**src/design/npt_defines.svh**
```systemverilog
// Constants for the non-volatile page access and timer block.
//
// Summary of operation
// The block holds a 256-byte array that keeps its contents.
// Writing a programmed byte ORs the new data in, so a 1 never returns to 0 by writing.
// Software clears bits by erasing the byte and rewriting it, erase-write being the RAM write.
// Each erase and each write cycle lasts 5 ms, while a read is as fast as a register read.
// The array is 64 pages of four bytes and page operations act on all four bytes at once.
// Single bytes may also be erased and written on their own.
// The address register advances by itself so sequential bytes need no reload.
// An 8-bit reloadable down-counter times erase and write and also serves as a timer; the code times erase and write with nv_cnt_r instead.
// Busy and the mode bits decode to read, increment, write, erase-write, erase or prohibited.
// Software sets busy to start an erase or write with the timer; the block clears it at the end.
// The address increments after reads and writes, holds after erases, and wraps past 8 bits.
// Reading the data port returns the addressed byte; writing it loads the selected page latch.
// Software starts nothing and changes no mode bits while busy is set.
`ifndef NPT_DEFINES_SVH
`define NPT_DEFINES_SVH

// Register indices; the byte address is four times the index.
`define NPT_IDX_ADDR 6'h01
`define NPT_IDX_DATA 6'h03
`define NPT_IDX_CTRL 6'h04
`define NPT_IDX_RELOAD 6'h05
`define NPT_IDX_TIMER 6'h06
`define NPT_IDX_IRQ_STAT 6'h07
`define NPT_IDX_IRQ_MASK 6'h08

// Control register fields.
`define NPT_CTRL_RUN 7
`define NPT_CTRL_TIE 6
`define NPT_CTRL_TFLAG 5
`define NPT_CTRL_BUSY 4
`define NPT_CTRL_MODE_HI 3
`define NPT_CTRL_MODE_LO 1

// Interrupt status fields.
`define NPT_IRQ_TIMER 0
`define NPT_IRQ_NVDONE 1

// Reset values.
`define NPT_RST_BYTE 8'h00
`define NPT_RST_RELOAD 8'hff

// Timing.
`define NPT_CLK_HZ 50000000
`define NPT_NV_CYCLE_MS 5
`define NPT_NV_CYCLE_CYC ((`NPT_NV_CYCLE_MS * `NPT_CLK_HZ) / 1000)
`define NPT_TICK_US 1
`define NPT_TICK_CYC ((`NPT_TICK_US * `NPT_CLK_HZ) / 1000000)

`endif

```
**src/design/npt_pkg.sv**
```systemverilog
// Types shared by the non-volatile page access and timer block.
package npt_pkg;

  typedef enum logic [2:0] {
    NPT_MODE_READ = 3'h0,
    NPT_MODE_BAD1 = 3'h1,
    NPT_MODE_INCR = 3'h2,
    NPT_MODE_WR3 = 3'h3,
    NPT_MODE_ERWR = 3'h4,
    NPT_MODE_BAD5 = 3'h5,
    NPT_MODE_BAD6 = 3'h6,
    NPT_MODE_ERASE = 3'h7
  } npt_mode_type;

  typedef enum logic [1:0] {
    NPT_OP_IDLE,
    NPT_OP_ERASE,
    NPT_OP_WRITE
  } npt_op_type;

endpackage : npt_pkg

```
**src/design/npt_access_timer.sv**
```systemverilog
// Non-volatile page access unit with its reloadable down-counter, on AHB-Lite.
`timescale 1ns/1ps
`include "npt_defines.svh"

module npt_access_timer #(
  parameter int NV_CYCLE_CYC = `NPT_NV_CYCLE_CYC,
  parameter int TICK_CYC = `NPT_TICK_CYC
) (
  // Clock and reset.
  input wire logic hclk,
  input wire logic hresetn,
  // AHB-Lite slave.
  input wire logic hsel,
  input wire logic [31:0] haddr,
  input wire logic [1:0] htrans,
  input wire logic hwrite,
  input wire logic [2:0] hsize,
  input wire logic [31:0] hwdata,
  input wire logic hready,
  output logic hreadyout,
  output logic [31:0] hrdata,
  output logic hresp,
  // Interrupt.
  output logic irq
);

  ////////////////////////////////////////////////////////////////////////////
  // Declarations.

  logic [7:0] mem [0:255];
  logic [7:0] latch_r [0:3];
  logic [3:0] latch_sel_r;
  logic [7:0] addr_r;
  logic [7:0] addr_nxt;
  logic run_r;
  logic tie_r;
  logic tflag_r;
  logic busy_r;
  npt_pkg::npt_mode_type mode_r;
  logic [7:0] reload_r;
  logic [7:0] timer_r;
  logic [1:0] irq_stat_r;
  logic [1:0] irq_mask_r;
  npt_pkg::npt_op_type op_r;
  logic [31:0] nv_cnt_r;
  logic [31:0] tick_cnt_r;
  logic tick;
  logic t_run;
  logic t_run_d_r;
  logic t_under;
  logic nv_end;
  logic op_done;
  logic wr_phase_r;
  logic [5:0] wr_idx_r;
  logic rd_phase_r;
  logic [5:0] rd_idx_r;
  logic acc;
  logic [5:0] a_idx;
  logic aligned;
  logic wr_ctrl;
  logic wr_data;
  logic rd_data;
  logic rd_stat;
  logic start;
  logic [7:0] ctrl_byte;
  logic [7:0] rd_val;
  logic [7:0] wbyte;
  logic [2:0] wmode;

  ////////////////////////////////////////////////////////////////////////////
  // Bus decode. Reads take one wait state so that a read which follows a
  // write sees the written value.

  assign acc = hsel & hready & htrans[1];
  assign aligned = (haddr[31:8] == 24'h000000) & (haddr[1:0] == 2'b00);
  assign a_idx = haddr[7:2];
  assign wbyte = hwdata[7:0];
  assign wmode = wbyte[`NPT_CTRL_MODE_HI:`NPT_CTRL_MODE_LO];
  assign wr_ctrl = wr_phase_r & (wr_idx_r == `NPT_IDX_CTRL);
  assign wr_data = wr_phase_r & (wr_idx_r == `NPT_IDX_DATA) & ~busy_r;
  assign rd_data = rd_phase_r & (rd_idx_r == `NPT_IDX_DATA) & ~busy_r;
  assign rd_stat = rd_phase_r & (rd_idx_r == `NPT_IDX_IRQ_STAT);

  always_ff @(posedge hclk or negedge hresetn) begin
    if (!hresetn) begin
      wr_phase_r <= 1'b0;
      wr_idx_r <= 6'h00;
    end else begin
      wr_phase_r <= acc & hwrite & aligned;
      wr_idx_r <= a_idx;
    end
  end

  always_ff @(posedge hclk or negedge hresetn) begin
    if (!hresetn) begin
      rd_phase_r <= 1'b0;
      rd_idx_r <= 6'h00;
      hreadyout <= 1'b1;
      hresp <= 1'b0;
    end else begin
      rd_phase_r <= acc & ~hwrite;
      rd_idx_r <= aligned ? a_idx : 6'h00;
      hreadyout <= ~(acc & ~hwrite);
      hresp <= 1'b0;
    end
  end

  assign ctrl_byte = {run_r, tie_r, tflag_r, busy_r, mode_r, 1'b0};

  always_comb begin
    rd_val = 8'h00;
    case (rd_idx_r)
      `NPT_IDX_ADDR: rd_val = addr_r;
      `NPT_IDX_DATA: rd_val = busy_r ? 8'h00 : mem[addr_r];
      `NPT_IDX_CTRL: rd_val = ctrl_byte;
      `NPT_IDX_RELOAD: rd_val = reload_r;
      `NPT_IDX_TIMER: rd_val = timer_r;
      `NPT_IDX_IRQ_STAT: rd_val = {6'h00, irq_stat_r};
      `NPT_IDX_IRQ_MASK: rd_val = {6'h00, irq_mask_r};
      default: rd_val = 8'h00;
    endcase
  end

  always_ff @(posedge hclk or negedge hresetn) begin
    if (!hresetn) begin
      hrdata <= 32'h00000000;
    end else if (rd_phase_r) begin
      hrdata <= {24'h000000, rd_val};
    end
  end

  ////////////////////////////////////////////////////////////////////////////
  // Control register. Prohibited modes never start a cycle.

  always_comb begin
    start = 1'b0;
    if (wr_ctrl && !busy_r && wbyte[`NPT_CTRL_BUSY]) begin
      case (wmode)
        3'h2, 3'h3, 3'h4, 3'h7: start = 1'b1;
        default: start = 1'b0;
      endcase
    end
  end

  always_ff @(posedge hclk or negedge hresetn) begin
    if (!hresetn) begin
      run_r <= 1'b0;
      tie_r <= 1'b0;
      mode_r <= npt_pkg::NPT_MODE_READ;
    end else if (wr_ctrl) begin
      run_r <= wbyte[`NPT_CTRL_RUN];
      tie_r <= wbyte[`NPT_CTRL_TIE];
      if (!busy_r) begin
        mode_r <= npt_pkg::npt_mode_type'(wmode);
      end
    end
  end

  // Software may set busy; only the end of the cycle clears it.
  always_ff @(posedge hclk or negedge hresetn) begin
    if (!hresetn) begin
      busy_r <= 1'b0;
    end else if (start) begin
      busy_r <= 1'b1;
    end else if (op_done) begin
      busy_r <= 1'b0;
    end
  end

  // Underflow sets the flag even in the cycle that software clears it.
  always_ff @(posedge hclk or negedge hresetn) begin
    if (!hresetn) begin
      tflag_r <= 1'b0;
    end else if (t_under) begin
      tflag_r <= 1'b1;
    end else if (wr_ctrl) begin
      tflag_r <= wbyte[`NPT_CTRL_TFLAG];
    end
  end

  ////////////////////////////////////////////////////////////////////////////
  // Down-counter. It runs while enabled by software or while a cycle is
  // busy, and restarts from the reload value whenever it starts running.

  assign t_run = run_r | busy_r;
  assign tick = (tick_cnt_r == 32'd0);
  assign t_under = t_run & t_run_d_r & tick & (timer_r == 8'h00);

  always_ff @(posedge hclk or negedge hresetn) begin
    if (!hresetn) begin
      tick_cnt_r <= 32'd0;
    end else if (!t_run || tick) begin
      tick_cnt_r <= 32'(TICK_CYC - 1);
    end else begin
      tick_cnt_r <= tick_cnt_r - 32'd1;
    end
  end

  always_ff @(posedge hclk or negedge hresetn) begin
    if (!hresetn) begin
      t_run_d_r <= 1'b0;
      timer_r <= `NPT_RST_RELOAD;
    end else begin
      t_run_d_r <= t_run;
      if (t_run && !t_run_d_r) begin
        timer_r <= reload_r;
      end else if (t_run && tick) begin
        timer_r <= (timer_r == 8'h00) ? reload_r : timer_r - 8'h01;
      end
    end
  end

  always_ff @(posedge hclk or negedge hresetn) begin
    if (!hresetn) begin
      reload_r <= `NPT_RST_RELOAD;
    end else if (wr_phase_r && wr_idx_r == `NPT_IDX_RELOAD) begin
      reload_r <= wbyte;
    end
  end

  ////////////////////////////////////////////////////////////////////////////
  // Erase and write sequencer. Erase-write runs an erase phase and then a
  // write phase, each one full cycle long.

  assign nv_end = (op_r != npt_pkg::NPT_OP_IDLE) && (nv_cnt_r == 32'd0);

  always_ff @(posedge hclk or negedge hresetn) begin
    if (!hresetn) begin
      op_r <= npt_pkg::NPT_OP_IDLE;
      nv_cnt_r <= 32'd0;
    end else begin
      case (op_r)
        npt_pkg::NPT_OP_IDLE: begin
          if (start) begin
            nv_cnt_r <= 32'(NV_CYCLE_CYC - 1);
            if (wmode == 3'h2 || wmode == 3'h3) begin
              op_r <= npt_pkg::NPT_OP_WRITE;
            end else begin
              op_r <= npt_pkg::NPT_OP_ERASE;
            end
          end
        end
        npt_pkg::NPT_OP_ERASE: begin
          if (nv_end) begin
            nv_cnt_r <= 32'(NV_CYCLE_CYC - 1);
            if (mode_r == npt_pkg::NPT_MODE_ERWR) begin
              op_r <= npt_pkg::NPT_OP_WRITE;
            end else begin
              op_r <= npt_pkg::NPT_OP_IDLE;
            end
          end else begin
            nv_cnt_r <= nv_cnt_r - 32'd1;
          end
        end
        npt_pkg::NPT_OP_WRITE: begin
          if (nv_end) begin
            op_r <= npt_pkg::NPT_OP_IDLE;
          end else begin
            nv_cnt_r <= nv_cnt_r - 32'd1;
          end
        end
        default: op_r <= npt_pkg::NPT_OP_IDLE;
      endcase
    end
  end

  assign op_done = nv_end & ~((op_r == npt_pkg::NPT_OP_ERASE) &
                              (mode_r == npt_pkg::NPT_MODE_ERWR));

  // Only bytes whose latch was loaded take part; with none loaded the whole
  // page does, so single bytes and whole pages share one mechanism.
  always_ff @(posedge hclk) begin
    for (int i = 0; i < 4; i++) begin
      if (nv_end && (latch_sel_r[i] || latch_sel_r == 4'h0)) begin
        if (op_r == npt_pkg::NPT_OP_ERASE) begin
          mem[{addr_r[7:2], 2'(i)}] <= 8'h00;
        end else if (op_r == npt_pkg::NPT_OP_WRITE) begin
          mem[{addr_r[7:2], 2'(i)}] <= mem[{addr_r[7:2], 2'(i)}] | latch_r[i];
        end
      end
    end
  end

  always_ff @(posedge hclk or negedge hresetn) begin
    if (!hresetn) begin
      latch_sel_r <= 4'h0;
      for (int i = 0; i < 4; i++) begin
        latch_r[i] <= `NPT_RST_BYTE;
      end
    end else if (op_done) begin
      latch_sel_r <= 4'h0;
      for (int i = 0; i < 4; i++) begin
        latch_r[i] <= `NPT_RST_BYTE;
      end
    end else if (wr_data) begin
      latch_r[addr_r[1:0]] <= wbyte;
      latch_sel_r[addr_r[1:0]] <= 1'b1;
    end
  end

  ////////////////////////////////////////////////////////////////////////////
  // Address register.

  always_comb begin
    addr_nxt = addr_r;
    if (wr_phase_r && wr_idx_r == `NPT_IDX_ADDR && !busy_r) begin
      addr_nxt = wbyte;
    end else if (op_done && op_r == npt_pkg::NPT_OP_WRITE) begin
      addr_nxt = addr_r + 8'h01;
    end else if (rd_data) begin
      addr_nxt = addr_r + 8'h01;
    end else if (wr_data && mode_r == npt_pkg::NPT_MODE_INCR && addr_r[1:0] != 2'b11) begin
      addr_nxt = {addr_r[7:2], addr_r[1:0] + 2'b01};
    end
  end

  always_ff @(posedge hclk or negedge hresetn) begin
    if (!hresetn) begin
      addr_r <= `NPT_RST_BYTE;
    end else begin
      addr_r <= addr_nxt;
    end
  end

  ////////////////////////////////////////////////////////////////////////////
  // Interrupts. Events win over the clearing read.

  always_ff @(posedge hclk or negedge hresetn) begin
    if (!hresetn) begin
      irq_stat_r <= 2'b00;
    end else begin
      irq_stat_r[`NPT_IRQ_TIMER] <= t_under | (irq_stat_r[`NPT_IRQ_TIMER] & ~rd_stat);
      irq_stat_r[`NPT_IRQ_NVDONE] <= op_done | (irq_stat_r[`NPT_IRQ_NVDONE] & ~rd_stat);
    end
  end

  always_ff @(posedge hclk or negedge hresetn) begin
    if (!hresetn) begin
      irq_mask_r <= 2'b00;
    end else if (wr_phase_r && wr_idx_r == `NPT_IDX_IRQ_MASK) begin
      irq_mask_r <= wbyte[1:0];
    end
  end

  always_ff @(posedge hclk or negedge hresetn) begin
    if (!hresetn) begin
      irq <= 1'b0;
    end else begin
      irq <= (|(irq_stat_r & irq_mask_r)) | (tflag_r & tie_r);
    end
  end

endmodule : npt_access_timer

```
**config.mk**
```make
export PLATFORM = sky130hd
export DESIGN_NAME = npt_access_timer
export DESIGN_NICKNAME = d
export VERILOG_FILES = /design/src/design/npt_pkg.sv /design/src/design/npt_access_timer.sv
export VERILOG_INCLUDE_DIRS = /design/src /design/src/design
export SDC_FILE = /design/constraint.sdc
export NUM_CORES = 2
export LEC_CHECK = 0
export ABC_AREA = 1
export BUFFER_PORTS_ARGS = -buffer_cell sky130_fd_sc_hd__buf_4
export CORE_AREA = 2 2 429 537
export CTS_CLUSTER_DIAMETER = 40
export DETAILED_ROUTE_END_ITERATION = 10
export DIE_AREA = 0 0 431 539
export HOLD_SLACK_MARGIN = 0.15
export MAX_ROUTING_LAYER = met4
export SYNTH_ARGS = -nofsm -noshare
export SYNTH_HDL_FRONTEND = slang
export SYNTH_SLANG_ARGS = --single-unit
```
**constraint.sdc**
```tcl
create_clock -name hclk -period 5.9 [get_ports hclk]
set_clock_uncertainty 0.15 [all_clocks]
set_input_delay 0.59 -clock hclk [delete_from_list [all_inputs] [get_ports hclk]]
set_output_delay 0.59 -clock hclk [all_outputs]
set_load 0.02 [all_outputs]
```
[After elaboration in Yosys (flattened, before gate mapping)]
Memories as Yosys holds them, arrays and structs flattened.
Index checks and enable logic that the tools add are counted.
Storage, ports and cells
  memories kept: 1
  input bits: 74
  register bits: 162
  output and inout bits: 35
  word-level logic and storage cells: 208
  memory bits (writable): 2048
Memories
  mem: words 256, width 8, read ports 5, clocked after Yosys merged registers in 0, write ports 4, RTL line npt_access_timer.sv:30  | logic [7:0] mem [0:255];
Operators by class
  bitwise operators: 40
  $add $sub $neg: 5
  reduce and logical (&&, ||, !) cells: 47
  magnitude comparators: 4
  muxes and demuxes: 59
  eq/ne operators: 25
Operator list (count)
  2-to-1 mux 32 bit: 6
  2-to-1 mux 8 bit: 12
  case mux 32 bit (3 select lines): 1
  zero test 32 bit: 2
  subtractor 32 x 1 -> 32 bit, second input constant: 2
  case mux 8 bit (7 select lines): 1
  equality test 6 x 3 -> 1 bit, second input constant: 6
  bitwise mux 32 bit: 1
  OR 8 bit: 4
  2-to-1 mux 1 bit: 26
  zero test 24 bit: 1
  AND 1 bit: 20
  logical AND 1 bit: 18
  demux 8 bit (select 2 bit): 1
  equality test 6 x 1 -> 1 bit, second input constant: 2
  equality test 6 x 2 -> 1 bit, second input constant: 2
  equality test 6 x 4 -> 1 bit, second input constant: 2
  2-to-1 mux 2 bit: 6
  inequality test 2 bit, second input constant: 5
  nonzero test 2 bit: 5
  equality test 3 x 2 -> 1 bit, second input constant: 3
  equality test 3 bit, second input constant: 3
  adder 8 x 1 -> 8 bit, second input constant: 1
  zero test 8 bit: 1
  other kinds (27): 49

[Longest topological paths before layout]
  word-level depth: 9
  gate-level depth with buffers: 20
  mapped depth without buffers: 17

[Worst setup path after synthesis]
OpenSTA, ideal clock, no wires.
  path kind: flip-flop to flip-flop
  start point: reg addr_r[2]
  end point: mem mem[0][5], data pin
  stages on the path, launching flop included: 14
  required time: 5.202 ns
  clock period less this slack: 4.200 ns
  path buffers: 4
  path slack: 1.700 ns
  setup time: 0.548 ns
  arrival: 3.502 ns
  cells stage by stage: dfrtp_1 buf_2 inv_2 nand3_1 inv_2 buf_4 buf_2 buf_2 a22oi_1 nand2_1 nand2_1 nand3b_1 nor2_1 a21oi_1
RTL lines
  from (decl): RTL line npt_access_timer.sv:33  | logic [7:0] addr_r;
  from (signal assigned): RTL line npt_access_timer.sv:319  | addr_r <= `NPT_RST_BYTE;
  from (signal assigned): RTL line npt_access_timer.sv:321  | addr_r <= addr_nxt;
  to (decl): RTL line npt_access_timer.sv:30

[Final worst setup path]
  start point: reg addr_r[0]
  end point: reg hrdata[3]
Between the ends
  word-level cells in the longest chain between the ends: 3
RTL lines
  memory read (256 x 8 bit)
  2-to-1 mux 8 bit: RTL line npt_access_timer.sv:114  | `NPT_IDX_DATA: rd_val = busy_r ? 8'h00 : mem[addr_r];
  case mux 8 bit (7 select lines): RTL line npt_access_timer.sv:112  | case (rd_idx_r)
  to (signal assigned): RTL line npt_access_timer.sv:128  | hrdata <= {24'h000000, rd_val};
  to (decl): RTL line npt_access_timer.sv:21  | output logic [31:0] hrdata,
No other way between the ends.
A chain may end at the register's enable or synchronous reset.

==> results.rst <==
.. list-table::
   :header-rows: 1

   * - Metric
     - Value
   * - Status
     - finished clean
   * - Post-synth EDFFs
     - 2,048
   * - Total clock buffers created by CTS
     - 328
   * - Main area contributors after synthesis
     - sky130_fd_sc_hd__edfxtp_1, sky130_fd_sc_hd__nand2_1, sky130_fd_sc_hd__inv_1
   * - Multiplexer share of the synthesized area
     - 0.02032%
   * - Yosys warning total
     - 0
   * - Final period utilization
     - 81.51%
   * - Vertical extent of the die
     - 539 microns
   * - Worst-Margin Slew
     - 1.379 ns
   * - Mean cell area of the mapped netlist
     - 8.836 sq um
   * - Final RePlAce weighted congestion
     - 1.049
   * - Startpoint of the most critical setup path
     - addr_r[0]$_DFFE_PN0P_
   * - Number of input and output port buffers inserted
     - 55
   * - Post-route setup TNS
     - 0 ns
   * - Ratio of cells with drive above 1 in the final layout
     - 9.486%
   * - Internal power summed over all cells
     - 28.76 mW
   * - Max-cap violations
     - 0
   * - Synth Area in Compound Gates
     - 9.144%
   * - CP Data Required Time
     - 6.54 ns
   * - Resized Gates After CTS
     - 0
   * - Achievable Freq
     - 0.2079 GHz
   * - CTS tree
     - built
   * - Maximum fanout along the worst path
     - 117
   * - Worst IR Drop VDD
     - 0.0002324 V
   * - Area of combinational cells with multiple inputs
     - 0.03591 sq mm
   * - CTS sink cnt
     - 2,210
   * - RSZ-0062 raised after global routing
     - false
   * - Final Net Count
     - 12,840
   * - Leakage dissipation
     - 55.84 nW
   * - # DRC
     - 0
   * - Post-Place Setup Slack
     - 1.393 ns
   * - Filler cell count
     - 20,380
   * - Fraction of synthesized cell area in xor and xnor cells
     - 0.2845%
   * - Clock transition at the registers of the reported paths
     - 0.05 ns
   * - Kind of capture point of the worst setup path
     - register
   * - Final number of max-transition violations
     - 0
   * - Fraction of the mapped netlist area in adder cells
     - 0.1581%
   * - Flop2flop setup slack
     - 1.09 ns
   * - Portion of synthesized cell area occupied by the leading cell type
     - 55.50%
   * - Most used standard cell by instance count after synthesis
     - sky130_fd_sc_hd__nand2_1
   * - CTS max path bufs
     - 4
   * - Number of buffers inserted to repair setup after CTS
     - 0
   * - Insertion delay to the later sink of the worst-skew pair
     - 0.92 ns
   * - Startpoint types
     - register
   * - Arrival time at the worst endpoint
     - 5.45 ns
   * - Horizontal die dimension
     - 431 microns
   * - Starting utilization of the core area
     - 48.74%
   * - Maximum number of pins on one net before global-route repair
     - 134
   * - Combinational family with the most area after synthesis
     - simple AND/OR/NAND/NOR gates
   * - Area growth from synthesis to layout
     - 15.68%
   * - Gate count after technology mapping
     - 12,540
   * - Boundary Pins
     - 109
   * - Top cells by count, synth
     - sky130_fd_sc_hd__nand2_1, sky130_fd_sc_hd__edfxtp_1, sky130_fd_sc_hd__inv_1
   * - Clock power share
     - 53.8%
   * - Path depth of the worst reg2reg path
     - 18
   * - Seq pwr share
     - 45.9%
   * - Cell area after layout
     - 0.1282 sq mm
   * - Simple logic cell fraction of the synthesized area
     - 22.15%
   * - Global routing usage summed across all routing layers
     - 43.21%
   * - Cell taking the most area after synthesis
     - sky130_fd_sc_hd__edfxtp_1
   * - First-pass GRT wire length
     - 685,800 microns
   * - Class of the tightest hold or removal check
     - in2async
   * - Detailed-route wire length per cell
     - 31.17 microns
   * - Routed vias
     - 97,320
   * - Post-route setup slack
     - 1.091 ns
   * - Predominant post-synthesis flop cell
     - sky130_fd_sc_hd__edfxtp_1
   * - Proportion of register bits with asynchronous set or reset after synthesis
     - 7.330%
   * - Number of hold violations in the final report
     - 0
   * - Total congestion overflow after global routing
     - 0
   * - Initial antenna violation count
     - 37
   * - H-Tree Level Count
     - 5
   * - Count of unique library cells instantiated by Yosys
     - 52
   * - Flip-flop and latch area
     - 0.06558 sq mm
   * - Cell at the root of the clock tree
     - sky130_fd_sc_hd__clkbuf_16
   * - Total half-perimeter wirelength after legalization and detailed placement
     - 332,700 microns
   * - Die area
     - 0.2323 sq mm
   * - Headroom to the max-slew limit
     - 7.074%
   * - Routed via count divided by cell count
     - 6.077
   * - Dpl cell area
     - 0.1169 sq mm
   * - Sequential cell area fraction in the yosys report
     - 59.18%
   * - Endpoints failing setup
     - 0
   * - Number of global-route vias before repair
     - 91,850
   * - Post-synthesis instance area
     - 0.1108 sq mm
   * - Post-layout min period
     - 4.809 ns
   * - Worst Path Class, Setup
     - reg2reg
   * - Core footprint
     - 0.2273 sq mm
   * - Row cnt
     - 196
   * - Combinational Power Share
     - 0.3%
   * - Power Density
     - 287.0 mW/mm^2
   * - Reg-to-reg critical path startpoint
     - addr_r[0]$_DFFE_PN0P_
   * - 1st-pass router iterations
     - 6
   * - Share of total power consumed by net switching
     - 21.81%
   * - Net switching power of the design
     - 8.024 mW
   * - FF+latch count, synth
     - 2,210
   * - Total wire length after detailed routing
     - 499,100 microns
   * - Antenna Nets Post-Route
     - 0
   * - Initial drt markers
     - 15,090
   * - Endpoint of the lowest-slack register-to-register path
     - hrdata[3]$_DFFE_PN0P_
==> kinds of logic (layout without fill, tap and decap cells) <==
family,count (synthesis),count (layout)
other,1,50
flip-flops,2210,2210
buffers and inverters,2473,2927
XOR/XNOR,36,36
AND/OR/NAND/NOR,6180,6180
adder cells (fa/ha/maj),14,14
multiplexers,2,2
AO/OA/AOI/OAI,1625,1625
==> worst max-delay path by stage <==
stage,endpoint,slack [ns]
6_report,hrdata[3]$_DFFE_PN0P_,1.09
5_1_grt,mem[106][3]$_DFFE_PP_,1.19
4_1_cts,mem[130][6]$_DFFE_PP_,1.39
3_5_place_dp,mem[130][6]$_DFFE_PP_,1.39
3_3_place_gp,mem[146][6]$_DFFE_PP_,1.42
2_1_floorplan,mem[0][5]$_DFFE_PP_,1.70
==> registers in the layout, indices dropped and copies added, names as in the netlist, 8 cells and up <==
register,count
tick_cnt_r,32
latch_r,32
nv_cnt_r,32
hrdata,8
addr_r,8
mem,2048
timer_r,8
reload_r,8
==> placed cells by master (no fill, tap or decap), types with 11 or more instances in the layout <==
master | netlist | layout
sky130_fd_sc_hd__a21oi_4 | 0 | 32
sky130_fd_sc_hd__clkinv_1 | 2 | 37
sky130_fd_sc_hd__o21ai_1 | 82 | 86
sky130_fd_sc_hd__nand3b_1 | 11 | 11
sky130_fd_sc_hd__nor2_1 | 1014 | 987
sky130_fd_sc_hd__o221ai_1 | 52 | 52
sky130_fd_sc_hd__dfstp_2 | 17 | 17
sky130_fd_sc_hd__dlygate4sd3_1 | 0 | 22
sky130_fd_sc_hd__o31ai_1 | 21 | 17
sky130_fd_sc_hd__o22ai_1 | 519 | 519
sky130_fd_sc_hd__nor4_1 | 13 | 13
sky130_fd_sc_hd__buf_12 | 0 | 70
sky130_fd_sc_hd__nor2_2 | 4 | 27
sky130_fd_sc_hd__o211ai_1 | 68 | 68
sky130_fd_sc_hd__edfxtp_1 | 2048 | 2048
sky130_fd_sc_hd__dfrtp_1 | 145 | 143
sky130_fd_sc_hd__o21ai_0 | 347 | 343
sky130_fd_sc_hd__clkbuf_1 | 280 | 31
sky130_fd_sc_hd__inv_8 | 0 | 25
sky130_fd_sc_hd__clkinvlp_4 | 0 | 33
sky130_fd_sc_hd__nand4_1 | 36 | 36
sky130_fd_sc_hd__ha_1 | 14 | 14
sky130_fd_sc_hd__inv_6 | 0 | 65
sky130_fd_sc_hd__diode_2 | 0 | 25
sky130_fd_sc_hd__a22oi_1 | 104 | 104
sky130_fd_sc_hd__clkbuf_16 | 0 | 342
sky130_fd_sc_hd__buf_4 | 108 | 494
sky130_fd_sc_hd__clkinv_4 | 0 | 21
sky130_fd_sc_hd__a221oi_1 | 89 | 89
sky130_fd_sc_hd__nand3_1 | 792 | 786
sky130_fd_sc_hd__nor3_1 | 73 | 67
sky130_fd_sc_hd__o2bb2ai_1 | 11 | 11
sky130_fd_sc_hd__xor2_1 | 26 | 26
sky130_fd_sc_hd__inv_1 | 1722 | 1721
sky130_fd_sc_hd__bufinv_16 | 0 | 24
sky130_fd_sc_hd__o2111ai_1 | 67 | 67
sky130_fd_sc_hd__conb_1 | 1 | 25
sky130_fd_sc_hd__nand2_1 | 4214 | 4209
sky130_fd_sc_hd__a21oi_1 | 246 | 214
sky130_fd_sc_hd__clkinv_2 | 0 | 25
==> routing by layer <==
layer,share of wire [%],wire [microns],track usage (%)
met5,0,0,-
met3,13,63130,10.83
met1,35,175300,52.27
met2,44,218800,63.34
met4,8.4,41810,30.22
==> power groups by stage <==
stage / clock (mW) / sequential [mW] / combinational (mW)
2_1_floorplan: 0 / 17.2 / 0.0355
3_3_place_gp: 0 / 17.2 / 0.0853
3_5_place_dp: 0 / 17.2 / 0.0862
4_1_cts: 19.9 / 16.9 / 0.0973
5_1_grt: 20.5 / 16.9 / 0.105
6_report: 19.8 / 16.9 / 0.0975
==> layout make-up <==
cell class	instances	area share (%)
multi-input cells	7882	28.02
repair buffers	587	4.167
flip-flops and latches	2210	51.16
inverters	1739	5.144
well taps	2970	2.899
clock inverters	228	1.794
clock buffers	373	6.767
diodes	25	0.04881
==> through the flow <==
stage               hold WS [ns]  utilization [%]  power, mW  instances
floorplan                 0.1444                -      17.24      12570
global placement          0.2711            51.43      17.29      15370
detailed placement        0.2770            51.43      17.29      15370
CTS                       0.1591            56.36      36.85      15990
global route              0.2059            56.38      37.49      16010
finish                    0.1469            56.39      36.79      16010
==> critical path, stage by stage, from the launching register on <==
cell and delay, ns:
sky130_fd_sc_hd__dfrtp_4 1.03, sky130_fd_sc_hd__inv_16 0.36, sky130_fd_sc_hd__buf_4 0.49, sky130_fd_sc_hd__nand2_1 0.10, sky130_fd_sc_hd__nand2_1 0.05, sky130_fd_sc_hd__nand2_1 0.06, sky130_fd_sc_hd__nand2_1 0.06, sky130_fd_sc_hd__nand2_1 0.05
sky130_fd_sc_hd__nand2_1 0.05, sky130_fd_sc_hd__nor2_1 0.20, sky130_fd_sc_hd__nand2_1 0.12, sky130_fd_sc_hd__nand2_1 0.23, sky130_fd_sc_hd__nand2_1 0.18, sky130_fd_sc_hd__nor2_1 0.73, sky130_fd_sc_hd__nand2_1 0.21, sky130_fd_sc_hd__nand2_1 0.12
sky130_fd_sc_hd__nand2_1 0.07, sky130_fd_sc_hd__nand2_1 0.09, sky130_fd_sc_hd__nand2_1 0.05
==> what timing repair did <==
item,CTS,global route
hold endpoints to repair,147,0
setup endpoints to repair,0,0
hold buffers,22,0
Power figures use the tool's default switching activity.
